## src/hw/cod_pkg.sv

```systemverilog
// Shared types and constants of the CPU operand and branch decoder.
// Contract
// - Bit-select operand is three bits choosing one of eight positions, 000 to 111.
// - Direct address operand is a full sixteen-bit address, 0000 to FFFF.
// - Extended register operand is a twelve-bit register file address, 000 to FFF.
// - Immediate operand is one literal byte, any value 00 to FF.
// - Indirect register-pair operand is an even eight-bit address, 00 to FE.
// - Working register pair operand selects only even registers 0 to 14.
// - Polarity operand is one bit selecting the tested bit state.
// - Result flags come from result, unaffected flags keep value, undefined are free.
// - Return from interrupt pops flags, SP+1, pops PC, SP+2, sets interrupt enable.
// - Decrement-and-branch decrements register, adds displacement to PC only when nonzero.
// - Conditional absolute jump loads direct address only when condition is true.
package cod_pkg;

	// ----------------------------------------------------------------
	// Opcode encodings and field positions
	// ----------------------------------------------------------------
	localparam logic [7:0]  OPC_RETURN_FROM_INTERRUPT = 8'hBF;
	localparam logic [3:0]  LO_DECREMENT_BRANCH       = 4'hA;
	localparam logic [3:0]  LO_ABSOLUTE_JUMP_CC       = 4'hD;
	localparam int          FLAGS_BYTE_TOP            = 7;
	localparam logic [11:0] SP_STEP_FLAGS             = 12'h001;
	localparam logic [11:0] SP_STEP_PC                = 12'h002;
	localparam logic [2:0]  NBYTES_RESET              = 3'h1;
	localparam logic [3:0]  NCYCLES_RESET             = 4'h2;

	// ----------------------------------------------------------------
	// Carried types
	// ----------------------------------------------------------------
	typedef struct packed {
		logic c;
		logic z;
		logic s;
		logic v;
		logic d;
		logic h;
	} cod_flags_t;

	typedef struct packed {
		logic [2:0] nbytes;
		logic [3:0] ncycles;
		cod_flags_t aff;
		cod_flags_t undef;
		logic       illegal;
	} cod_info_t;

	typedef struct packed {
		logic [2:0]  bit_idx;
		logic        polarity;
		logic [15:0] direct_address_operand;
		logic [11:0] extended_reg_operand;
		logic [7:0]  immediate_operand;
		logic [7:0]  reg_pair_addr;
		logic [3:0]  work_pair;
		logic [3:0]  work_reg;
		logic [7:0]  rel_disp;
		logic [3:0]  condition_field;
	} cod_opnd_t;

	typedef struct packed {
		logic        valid;
		logic [7:0]  opcode;
		cod_info_t   info;
		cod_opnd_t   opnd;
		logic        pc_load;
		logic [15:0] pc_target;
		logic        wb_en;
		logic [3:0]  wb_reg;
		logic [7:0]  wb_val;
		cod_flags_t  flags;
		logic        ie_set;
		logic [11:0] sp_out;
	} cod_result_t;

	typedef enum logic [2:0] {
		ST_IDLE,
		ST_LOOK,
		ST_OPND,
		ST_EXEC,
		ST_POP_F,
		ST_POP_H,
		ST_POP_L
	} cod_state_t;

endpackage

```

## src/hw/cod_decoder.sv

```systemverilog
// Operand and branch decoder that fetches instruction bytes and resolves branches.
`timescale 1ns/1ps
module cod_decoder (
	input  wire logic                sys_clk,
	input  wire logic                srst,
	input  wire logic                pm_valid,
	input  wire logic [7:0]          pm_data,
	output logic                     pm_ready,
	input  wire cod_pkg::cod_flags_t cur_flags,
	output logic [3:0]               wreg_sel,
	input  wire logic [7:0]          wreg_val,
	input  wire logic [15:0]         pc_seq,
	input  wire logic [11:0]         sp_in,
	output logic                     stk_req,
	output logic [11:0]              stk_addr,
	input  wire logic                stk_ack,
	input  wire logic [7:0]          stk_data,
	output cod_pkg::cod_result_t     result,
	output logic                     busy
);
	import cod_pkg::*;

	// ----------------------------------------------------------------
	// State
	// ----------------------------------------------------------------
	typedef struct packed {
		cod_state_t  st;
		logic [7:0]  opcode;
		logic [2:0]  left;
		logic [1:0]  idx;
		logic [23:0] ob;
		cod_info_t   info;
		logic [11:0] sp_base;
		cod_result_t res;
	} cod_dec_state_t;

	cod_dec_state_t s_r;
	cod_dec_state_t s_nxt;
	cod_info_t      rom_info;
	logic           take;
	logic [7:0]     dec_val;

	// ----------------------------------------------------------------
	// Helpers
	// ----------------------------------------------------------------

	// Evaluates a four-bit condition code against the flags.
	function automatic logic cond_true(input logic [3:0] cc, input cod_flags_t f);
		logic lt;
		lt = f.s ^ f.v;
		case (cc)
			4'h0: cond_true = 1'b0;
			4'h1: cond_true = lt;
			4'h2: cond_true = f.z | lt;
			4'h3: cond_true = f.c | f.z;
			4'h4: cond_true = f.v;
			4'h5: cond_true = f.s;
			4'h6: cond_true = f.z;
			4'h7: cond_true = f.c;
			4'h8: cond_true = 1'b1;
			4'h9: cond_true = ~lt;
			4'hA: cond_true = ~(f.z | lt);
			4'hB: cond_true = ~(f.c | f.z);
			4'hC: cond_true = ~f.v;
			4'hD: cond_true = ~f.s;
			4'hE: cond_true = ~f.z;
			default: cond_true = ~f.c;
		endcase
	endfunction

	// Splits the operand bytes into every operand class.
	function automatic cod_opnd_t extract(
		input logic [7:0]  op,
		input logic [23:0] ob,
		input logic [2:0]  nb
	);
		logic [7:0] b1;
		logic [7:0] b2;
		logic [7:0] last;
		b1 = ob[7:0];
		b2 = ob[15:8];
		case (nb)
			3'd3: last = b2;
			3'd4: last = ob[23:16];
			default: last = b1;
		endcase
		extract = '0;
		extract.bit_idx = b1[6:4];
		extract.polarity = b1[7];
		extract.direct_address_operand = {b1, b2};
		extract.extended_reg_operand = {b1, b2[7:4]};
		extract.immediate_operand = last;
		extract.reg_pair_addr = {b1[7:1], 1'b0};
		extract.work_pair = {b1[3:1], 1'b0};
		extract.work_reg = (op[3:0] >= 4'hA && op[3:0] <= 4'hE) ? op[7:4] : b1[7:4];
		extract.rel_disp = last;
		extract.condition_field = op[7:4];
	endfunction

	// ----------------------------------------------------------------
	// Opcode table
	// ----------------------------------------------------------------
	cod_op_rom u_rom (
		.sys_clk (sys_clk),
		.srst    (srst),
		.opcode  (pm_data),
		.info_r  (rom_info)
	);

	// ----------------------------------------------------------------
	// Outputs
	// ----------------------------------------------------------------

	// Byte handshake and stack request are decoded from the state.
	assign pm_ready = (s_r.st == ST_IDLE) || (s_r.st == ST_OPND);
	assign take = pm_ready && pm_valid;
	assign stk_req = (s_r.st == ST_POP_F) || (s_r.st == ST_POP_H) || (s_r.st == ST_POP_L);
	assign busy = (s_r.st != ST_IDLE);

	// Data outputs come straight from the state register.
	assign result = s_r.res;
	assign wreg_sel = s_r.opcode[7:4];
	assign dec_val = wreg_val - 8'd1;

	// Stack address walks flags, then PC high, then PC low.
	always_comb begin
		case (s_r.st)
			ST_POP_H: stk_addr = s_r.sp_base + SP_STEP_FLAGS;
			ST_POP_L: stk_addr = s_r.sp_base + SP_STEP_PC;
			default:  stk_addr = s_r.sp_base;
		endcase
	end

	// ----------------------------------------------------------------
	// Sequencer
	// ----------------------------------------------------------------

	// Collects bytes, decodes operands and resolves the branch outcome.
	always_comb begin
		s_nxt = s_r;
		s_nxt.res.valid = 1'b0;
		case (s_r.st)
			ST_IDLE: begin
				if (take) begin
					s_nxt.opcode = pm_data;
					s_nxt.ob = '0;
					s_nxt.idx = 2'd0;
					s_nxt.st = ST_LOOK;
				end
			end
			ST_LOOK: begin
				s_nxt.info = rom_info;
				s_nxt.left = rom_info.nbytes - 3'd1;
				s_nxt.st = (rom_info.nbytes == 3'd1) ? ST_EXEC : ST_OPND;
			end
			ST_OPND: begin
				if (take) begin
					s_nxt.ob[s_r.idx*8 +: 8] = pm_data;
					s_nxt.idx = s_r.idx + 2'd1;
					s_nxt.left = s_r.left - 3'd1;
					if (s_r.left == 3'd1)
						s_nxt.st = ST_EXEC;
				end
			end
			ST_EXEC: begin
				s_nxt.res = '0;
				s_nxt.res.opcode = s_r.opcode;
				s_nxt.res.info = s_r.info;
				s_nxt.res.opnd = extract(s_r.opcode, s_r.ob, s_r.info.nbytes);
				s_nxt.res.flags = cur_flags;
				s_nxt.res.sp_out = sp_in;
				s_nxt.res.pc_target = pc_seq;
				s_nxt.res.valid = 1'b1;
				s_nxt.st = ST_IDLE;
				if (s_r.opcode == OPC_RETURN_FROM_INTERRUPT) begin
					s_nxt.res.valid = 1'b0;
					s_nxt.sp_base = sp_in;
					s_nxt.st = ST_POP_F;
				end else if (s_r.opcode[3:0] == LO_DECREMENT_BRANCH) begin
					s_nxt.res.wb_en = 1'b1;
					s_nxt.res.wb_reg = s_r.opcode[7:4];
					s_nxt.res.wb_val = dec_val;
					if (dec_val != 8'h00) begin
						s_nxt.res.pc_load = 1'b1;
						s_nxt.res.pc_target = pc_seq +
							{{8{s_r.ob[7]}}, s_r.ob[7:0]};
					end
				end else if (s_r.opcode[3:0] == LO_ABSOLUTE_JUMP_CC) begin
					if (cond_true(s_r.opcode[7:4], cur_flags)) begin
						s_nxt.res.pc_load = 1'b1;
						s_nxt.res.pc_target = {s_r.ob[7:0], s_r.ob[15:8]};
					end
				end
			end
			ST_POP_F: begin
				if (stk_ack) begin
					s_nxt.res.flags = stk_data[FLAGS_BYTE_TOP -: 6];
					s_nxt.st = ST_POP_H;
				end
			end
			ST_POP_H: begin
				if (stk_ack) begin
					s_nxt.res.pc_target[15:8] = stk_data;
					s_nxt.st = ST_POP_L;
				end
			end
			ST_POP_L: begin
				if (stk_ack) begin
					s_nxt.res.pc_target[7:0] = stk_data;
					s_nxt.res.pc_load = 1'b1;
					s_nxt.res.sp_out = s_r.sp_base + SP_STEP_FLAGS + SP_STEP_PC;
					s_nxt.res.ie_set = 1'b1;
					s_nxt.res.valid = 1'b1;
					s_nxt.st = ST_IDLE;
				end
			end
			default: s_nxt.st = ST_IDLE;
		endcase
	end

	// Registers the whole state.
	always_ff @(posedge sys_clk) begin
		if (srst) begin
			s_r <= '{st: ST_IDLE, default: '0};
		end else begin
			s_r <= s_nxt;
		end
	end

endmodule

```

## src/hw/cod_op_rom.sv

```systemverilog
// Opcode table giving length, cycle count and flag behaviour, registered.
`timescale 1ns/1ps
module cod_op_rom (
	input  wire logic              sys_clk,
	input  wire logic              srst,
	input  wire logic [7:0]        opcode,
	output cod_pkg::cod_info_t     info_r
);
	import cod_pkg::*;

	cod_info_t info_nxt;
	logic [3:0] hi;
	logic [3:0] lo;

	// Looks up the byte count, cycle count and flag classes of one opcode.
	always_comb begin
		hi = opcode[7:4];
		lo = opcode[3:0];
		info_nxt = '0;
		info_nxt.nbytes = 3'd2;
		info_nxt.ncycles = 4'd3;
		case (lo)
			4'h0: begin
				info_nxt.ncycles = (hi == 4'h8 || hi == 4'hA) ? 4'd5 : 4'd2;
				if (hi == 4'h0) begin
					info_nxt.nbytes = 3'd1;
					info_nxt.ncycles = 4'd1;
				end
			end
			4'h1: info_nxt.ncycles = (hi == 4'h8 || hi == 4'hA) ? 4'd6 :
				(hi == 4'h0) ? 4'd2 : 4'd3;
			4'h2: info_nxt.ncycles = (hi inside {4'h8, 4'h9, 4'hC, 4'hD}) ? 4'd5 :
				(hi == 4'hE) ? 4'd2 : (hi == 4'hF) ? 4'd6 : 4'd3;
			4'h3: info_nxt.ncycles = (hi inside {4'h8, 4'h9, 4'hC, 4'hD}) ? 4'd9 :
				(hi >= 4'hE) ? 4'd3 : 4'd4;
			4'h4: begin
				info_nxt.nbytes = (hi >= 4'hC && hi != 4'hE) ? 3'd2 : 3'd3;
				info_nxt.ncycles = (hi inside {4'h8, 4'h9, 4'hE}) ? 4'd2 :
					(hi == 4'hD) ? 4'd6 : (hi == 4'hF) ? 4'd8 : 4'd3;
			end
			4'h5: begin
				info_nxt.nbytes = (hi == 4'hC || hi == 4'hD) ? 3'd2 : 3'd3;
				info_nxt.ncycles = (hi inside {4'h8, 4'h9, 4'hE, 4'hF}) ? 4'd3 :
					(hi == 4'hC) ? 4'd9 : (hi == 4'hD) ? 4'd2 : 4'd4;
			end
			4'h6: begin
				info_nxt.nbytes = 3'd3;
				info_nxt.ncycles = (hi == 4'h8 || hi == 4'h9) ? 4'd4 :
					(hi == 4'hE) ? 4'd2 : 4'd3;
				info_nxt.illegal = (hi == 4'hC);
			end
			4'h7: begin
				info_nxt.nbytes = 3'd3;
				info_nxt.ncycles = (hi == 4'h8 || hi == 4'h9) ? 4'd5 :
					(hi == 4'hE) ? 4'd3 : 4'd4;
			end
			4'h8, 4'h9: begin
				info_nxt.nbytes = (hi >= 4'h8 && hi <= 4'hD && hi != 4'hA &&
					hi != 4'hB) ? 3'd3 : 3'd4;
				info_nxt.ncycles = (hi == 4'h8) ? 4'd4 : (hi == 4'hE) ? 4'd2 :
					(hi == 4'hC || hi == 4'hD) ? 4'd2 : 4'd3;
				if (hi == 4'h9)
					info_nxt.ncycles = lo[0] ? 4'd5 : 4'd3;
				info_nxt.illegal = (hi == 4'hF) || (lo[0] && hi >= 4'hC && hi != 4'hE);
			end
			4'hA: info_nxt.ncycles = 4'd3;
			4'hB, 4'hC: info_nxt.ncycles = 4'd2;
			4'hD: begin
				info_nxt.nbytes = 3'd3;
				info_nxt.ncycles = 4'd2;
			end
			default: begin
				info_nxt.nbytes = 3'd1;
				info_nxt.ncycles = (hi == 4'hA) ? 4'd4 : (hi == 4'hB) ? 4'd5 : 4'd2;
				info_nxt.illegal = (lo == 4'hF) && (hi inside {4'h2, 4'h3, 4'h4, 4'hF});
			end
		endcase
		// Marks result-dependent and undefined flags per opcode.
		case (opcode)
			8'h40, 8'h41: begin
				info_nxt.aff = '{c: 1'b1, z: 1'b1, s: 1'b1, default: 1'b0};
				info_nxt.undef = '{v: 1'b1, default: 1'b0};
			end
			8'h30, 8'h31, 8'h80, 8'h81, 8'hA0, 8'hA1:
				info_nxt.aff = '{z: 1'b1, s: 1'b1, v: 1'b1, default: 1'b0};
			8'h20, 8'h21:
				info_nxt.aff = '{z: 1'b1, s: 1'b1, default: 1'b0};
			OPC_RETURN_FROM_INTERRUPT:
				info_nxt.aff = '1;
			default: begin
				if (lo == 4'hE && hi != 4'hF)
					info_nxt.aff = '{z: 1'b1, s: 1'b1, default: 1'b0};
			end
		endcase
	end

	// Registers the table entry.
	always_ff @(posedge sys_clk) begin
		if (srst) begin
			info_r <= '{nbytes: NBYTES_RESET, ncycles: NCYCLES_RESET, default: '0};
		end else begin
			info_r <= info_nxt;
		end
	end

endmodule

```

## config.mk

```make
export PLATFORM = sky130hd
export DESIGN_NAME = cod_decoder
export DESIGN_NICKNAME = d
export VERILOG_FILES = /design/src/hw/cod_pkg.sv /design/src/hw/cod_decoder.sv /design/src/hw/cod_op_rom.sv
export SDC_FILE = /design/constraint.sdc
export NUM_CORES = 1
export LEC_CHECK = 0
export CORE_MARGIN = 2
export CORE_UTILIZATION = 35
export DETAILED_ROUTE_END_ITERATION = 10
export DONT_BUFFER_PORTS = 1
export SLEW_MARGIN = 5
export SYNTH_ARGS = -nofsm -noshare
export SYNTH_HDL_FRONTEND = slang
export SYNTH_SLANG_ARGS = --single-unit
```

## constraint.sdc

```tcl
create_clock -name sys_clk -period 4.3 [get_ports sys_clk]
set_input_delay 0 -clock sys_clk [delete_from_list [all_inputs] [get_ports sys_clk]]
set_output_delay 0 -clock sys_clk [all_outputs]
set_load 0.01 [all_outputs]
```

# --- Word level (Yosys, flattened, before mapping) ---
# Cells that the tools add are included.
# Widths: inputs -> output; s select.
word_totals:
  ff_bits: 228
  out_inout_bits: 165
op_classes:
  add_sub_neg: 9
  n_lt_le_gt_ge: 6
  eq_ne: 74
  shift: 2
  n_mux: 75
  bitwise: 10
  n_reduce_logical: 48
op_table:
  columns: ["operator", "n"]
  rows:
  - ["$eq 4x4->1 const B", 25]
  - ["$mux 17", 4]
  - ["$mux 4", 16]
  - ["$pmux 26 s2", 1]
  - ["$eq 8x8->1 const B", 6]
  - ["$pmux 8 s2", 3]
  - ["$mux 3", 15]
  - ["$pmux 4 s11", 1]
  - ["$eq 4x3->1 const B", 9]
  - ["$neg 5->34", 1]
  - ["$shift 8x34->24 const A", 1]
  - ["$shiftx 8x34->24", 1]
  - ["$eq 8x6->1 const B", 4]
  - ["$mux 30", 1]
  - ["$mux 29", 1]
  - ["$mux 13", 2]
  - ["$mux 26", 1]
  - ["$pmux 13 s2", 1]
  - ["$add 12x2->12 const B", 2]
  - ["$bwmux 24", 1]
  - ["$eq 4x2->1 const B", 6]
  - ["$pmux 12 s2", 1]
  - ["$pmux 6 s4", 1]
  - ["$pmux 3 s7", 1]
  - ["other kinds (44)", 119]

# --- Longest topological paths before layout ---
logic_depth:
  ltp_word: 13
  mapped_depth: 10

# --- Hierarchy ---
# Synthesis repeated with hierarchy kept, for this count alone.
hier_totals:
  hier_cells: 1444
  hier_area_um2: 11252.0
by_module_without_submodules:
  columns: ["mod", "instances", "cells_each", "area_each_um2", "seq_area_each_um2"]
  rows:
  - ["cod_decoder", 1, 1281, 10084.7, 3563.4]
  - ["cod_op_rom", 1, 163, 1167.4, 260.2]

# --- Worst setup path after synthesis ---
# No wires, ideal clock.
synth_timing:
  path_type: "reg2reg"
  from: "register s_r[178] in the netlist's numbering"
  to: "register s_r (netlist bit result[44])"
  setup_ns: 0.086
  t_arrival_ns: 2.401
  setup_slack_ns: 1.813
  stages_incl_launch_ff: 10
  cell_sequence: "dfxtp_1 -> ha_1 -> fa_1 -> a21o_1 -> a221oi_1 -> a21oi_1 -> o21ai_0 -> xor2_1 -> a211o_1 -> a221oi_2"
synth_between:
  elab_chain_cells: 5
synth_rtl:
  columns: ["item", "line", "text"]
  rows:
  - ["from (decl)", "cod_decoder.sv:37", "cod_dec_state_t s_r;"]
  - ["from (signal assigned)", "cod_decoder.sv:226", "s_r <= s_nxt;"]
  - ["$add 16x16->16", "cod_decoder.sv:185", "s_nxt.res.pc_target = pc_seq +"]
  - ["$mux 17", "cod_decoder.sv:183", "if (dec_val != 8'h00) begin"]
  - ["$mux 17", "cod_decoder.sv:179", "end else if (s_r.opcode[3:0] == LO_DECREMENT_BRANCH) begin"]
  - ["$mux 30", "cod_decoder.sv:175", "if (s_r.opcode == OPC_RETURN_FROM_INTERRUPT) begin"]
  - ["$pmux 8 s2", "cod_decoder.sv:142", "case (s_r.st)"]
# No other way between the ends.
# A chain may end at the register's enable or synchronous reset.

# --- Final worst setup path ---
layout_timing:
  from: "register s_r (netlist bit wreg_sel[2])"
  to: "register s_r (netlist bit result[35])"
layout_between:
  elab_chain_cells: 11
  word_cells_on_any_way: 26
layout_rtl:
  columns: ["item", "line", "text"]
  rows:
  - ["$eq 4x4->1 (tied with other cells)", "cod_decoder.sv:51", "case (cc)"]
  - ["$pmux 1 s15", "cod_decoder.sv:51", null]
  - ["$mux 1", "cod_decoder.sv:188", "end else if (s_r.opcode[3:0] == LO_ABSOLUTE_JUMP_CC) begin"]
  - ["$mux 1", "cod_decoder.sv:179", null]
  - ["$mux 1", "cod_decoder.sv:175", null]
  - ["$mux 1", "cod_decoder.sv:142", null]
  - ["$mux 17", "cod_decoder.sv:189", "if (cond_true(s_r.opcode[7:4], cur_flags)) begin"]
  - ["$mux 17", "cod_decoder.sv:188", null]
  - ["$mux 17", "cod_decoder.sv:179", null]
  - ["$mux 30 *", "cod_decoder.sv:175", null]
  - ["$pmux 8 s2 *", "cod_decoder.sv:142", null]
# Every way passes the cells marked *; elsewhere a longest branch is shown, timed or not. The select of a mux whose other input is x is not followed.

==> reports/results.ini <==
[outcome]
outcome=completed

[floorplanning]
die_area_um2=31200
fp-row-count=63
initial_utilization=0.354
pin_count=227
fp.dieW_um=177
placeableCoreArea_um2=29500
die_h_um=177

[power_and_ir_drop]
ir_drop_v=0.000241
p_sw_frac=0.301
power_frac_seq=0.466
pwr-share-comb=0.122
power_leakage_nw=3.92
p_per_area_nw_per_um2=350
p_int_w=0.00267
switchingPower_w=0.00115
pwr-share-clk=0.412

[synth]
synth_top_family_by_area=compound AO/OA/AOI/OAI gates
synth_compound_area_frac=0.211
synth_adder_area_share=0.0343
synthSimpleGateAreaFrac=0.204
netlist_top_cells_count=nand2_1 (198), dfxtp_1 (177), buf_4 (152)
yosys-top-cells-area=dfxtp_1 (34%), buf_4 (11%), nand2_1 (7.1%)
synth_xor_area_frac=0.0352
synth-seq-cells=177
yosysTopAreaCellShare=0.339
ys_warn_count=0
synthFlopType=dfxtp_1
synthArstFlopShare=0
synth_edf_count=0
synthMuxAreaShare=0.0252
synth.distinct_cells=74
yosys.area.top_type=dfxtp_1
synth_seq_area_share=0.339
netlist_area_um2=10400
postSynthCellCount=1343
synth.most_common_cell=nand2_1
post_synth.cell_area_avg_um2=7.78

[critical_path]
crit_type=reg -> reg
cp.required_ns=4.68
r2r_start=wreg_sel[2]
end_kind=flop
worst_ep_arrival_time_ns=3.99
rr_endpoint=result[35]
cp-start-kind=flop
reg2reg_slack_ns=0.69
path_max_fanout=17
reg2reg_depth=9

[global_route]
grt_pass1_vias=8638
grtUsageMet3=0.0580
grt_use_total=0.207
grt_use_met1=0.248
grt_use_met2=0.355
grt_pass1_wl_mm=50.3
overflow=0
antenna_found_initial=1
grt_max_degree=151
top_usage_layer=met2

[clocking]
clock_sinks=177
cts_tree=built
clock-root-buffer=clkbuf_16
cts_inserted_buffers=17
clk_pin_slew_ns=0.08
clockBufferDepth=2
insertion_delay_ns=0.44
htreeDepth=4

[placed_design]
dpl_cell_area_um2=9540
gp_congestion=0.863
dp_hpwl_mm=22.3
dp_slack_ns=1.30
port-buffer-count=0

[route]
routed_wl_mm=32.6
viasPerCell=5.52
initialDrtViolationCount=801
first_pass_iters=6
wire_per_inst_um=20.1
via_count=8926
drc_errors=0
postRouteAntennaNets=0

[sta]
max_slew.worst_pin.slew_ns=0.942
final.setup.worst_slack_ns=0.689
rsz0062_at_grt=false
fin_crit_ns=3.61
max_freq_mhz=277
finalHoldViolations=0
finalSetupTns_ns=0
drv_slew=0
fin_hold_ws_ns=0.0109
clock_skew_ns=0.00918
relSlewSlack=0.371
fin_crit_sh=0.840
setup_viol=0

[worst_hold_path]
whs_endpoint=u_rom.info_r[10]
whs_path_depth=4
hp-start=pm_data[2]
hold_class=in -> reg

[final_layout]
fin_area_um2=10900
drive_gt1_frac=0.0489
area_delta_synth_final_pct=4.56
final_nets=1303

[job]
max-cap-violations=0

## critical path, stage by stage (launching register included)
cell           delay (ns)
dfxtp_1              0.76
nand3_1              0.12
o21ai_0              0.44
a211o_1              0.19
o211ai_1             0.10
buf_4                0.24
nor2_1               0.58
a211oi_1             0.26
o31ai_1              0.27
dlygate4sd3_1        0.58
## metrics by stage
stage	instances	power (W)	util
after floorplan	1349	0.00216	-
after global placement	1508	0.00216	0.324
after detailed placement	1508	0.00217	0.324
after CTS	1616	0.00385	0.370
after global routing	1616	0.00398	0.370
final	1617	0.00382	0.371
## state kept, by name, summed over array words and instances (netlist names)
signal        flops
result           99
s_r              61
u_rom.info_r     13
wreg_sel          4
## cell usage in the layout (no fill, tap or decap), drive strengths merged, types with 20 or more instances in the layout
cell type | Yosys | final
nor3 | 23 | 23
dfxtp | 177 | 177
ha | 27 | 27
nor2 | 126 | 126
xor2 | 20 | 20
xnor2 | 22 | 22
mux2i | 24 | 24
a211oi | 22 | 22
a22oi | 31 | 31
o21ai | 49 | 49
nand3 | 33 | 33
nand2 | 198 | 198
dlygate4sd3 | 0 | 75
inv | 21 | 29
a21oi | 120 | 120
## layer usage
layer  part of all wire  wire [um]
met2               0.49      16000
met1               0.41      13300
met4              0.022        718
met5            0.00031         10
met3              0.078       2530
## layout make-up
class                   count  area [um2]
diodes                      1        2.50
clock buffers              18         439
clock inverters            14         159
fillers                  3061       18600
inverters                  22        82.6
multi-input cells         910        5360
flip-flops and latches    177        3540
well taps                 390         488
repair buffers             85         846
## how the worst max path moves through the flow
| stage | from | end | slack, ns | depth (start not counted) |
|---|---|---|---|---|
| 2_1_floorplan | s_r[178] | result[44] | 1.81 | 9 |
| 3_5_place_dp | wreg_sel[2] | result[36] | 1.30 | 8 |
| 6_report | wreg_sel[2] | result[35] | 0.69 | 9 |
| 3_3_place_gp | wreg_sel[2] | result[36] | 1.30 | 8 |
| 4_1_cts | wreg_sel[2] | result[35] | 0.78 | 9 |
| 5_1_grt | wreg_sel[0] | result[35] | 0.52 | 9 |
## power groups by stage
stage / clock [W] / sequential [W] / combinational, W
2_1_floorplan: 0 / 0.00176 / 0.000403
3_3_place_gp: 0 / 0.00182 / 0.000345
3_5_place_dp: 0 / 0.00182 / 0.000349
4_1_cts: 0.00161 / 0.00178 / 0.000461
5_1_grt: 0.00168 / 0.00179 / 0.000517
6_report: 0.00157 / 0.00178 / 0.000466
## what timing repair did
item	in CTS	in global routing
hold buffers	76	0
setup buffers	0	0
gates resized for setup	0	0
endpoints found under the hold margin	168	0
## cell families after synthesis
kind of cell,count (synthesis)
AND/OR/NAND/NOR,473
AO/OA/AOI/OAI,334
buffers and inverters,262
flip-flops,177
XOR/XNOR,42
adder cells (fa/ha/maj),28
multiplexers,26
other,1
No activity file was read; power rests on OpenSTA's default activity.
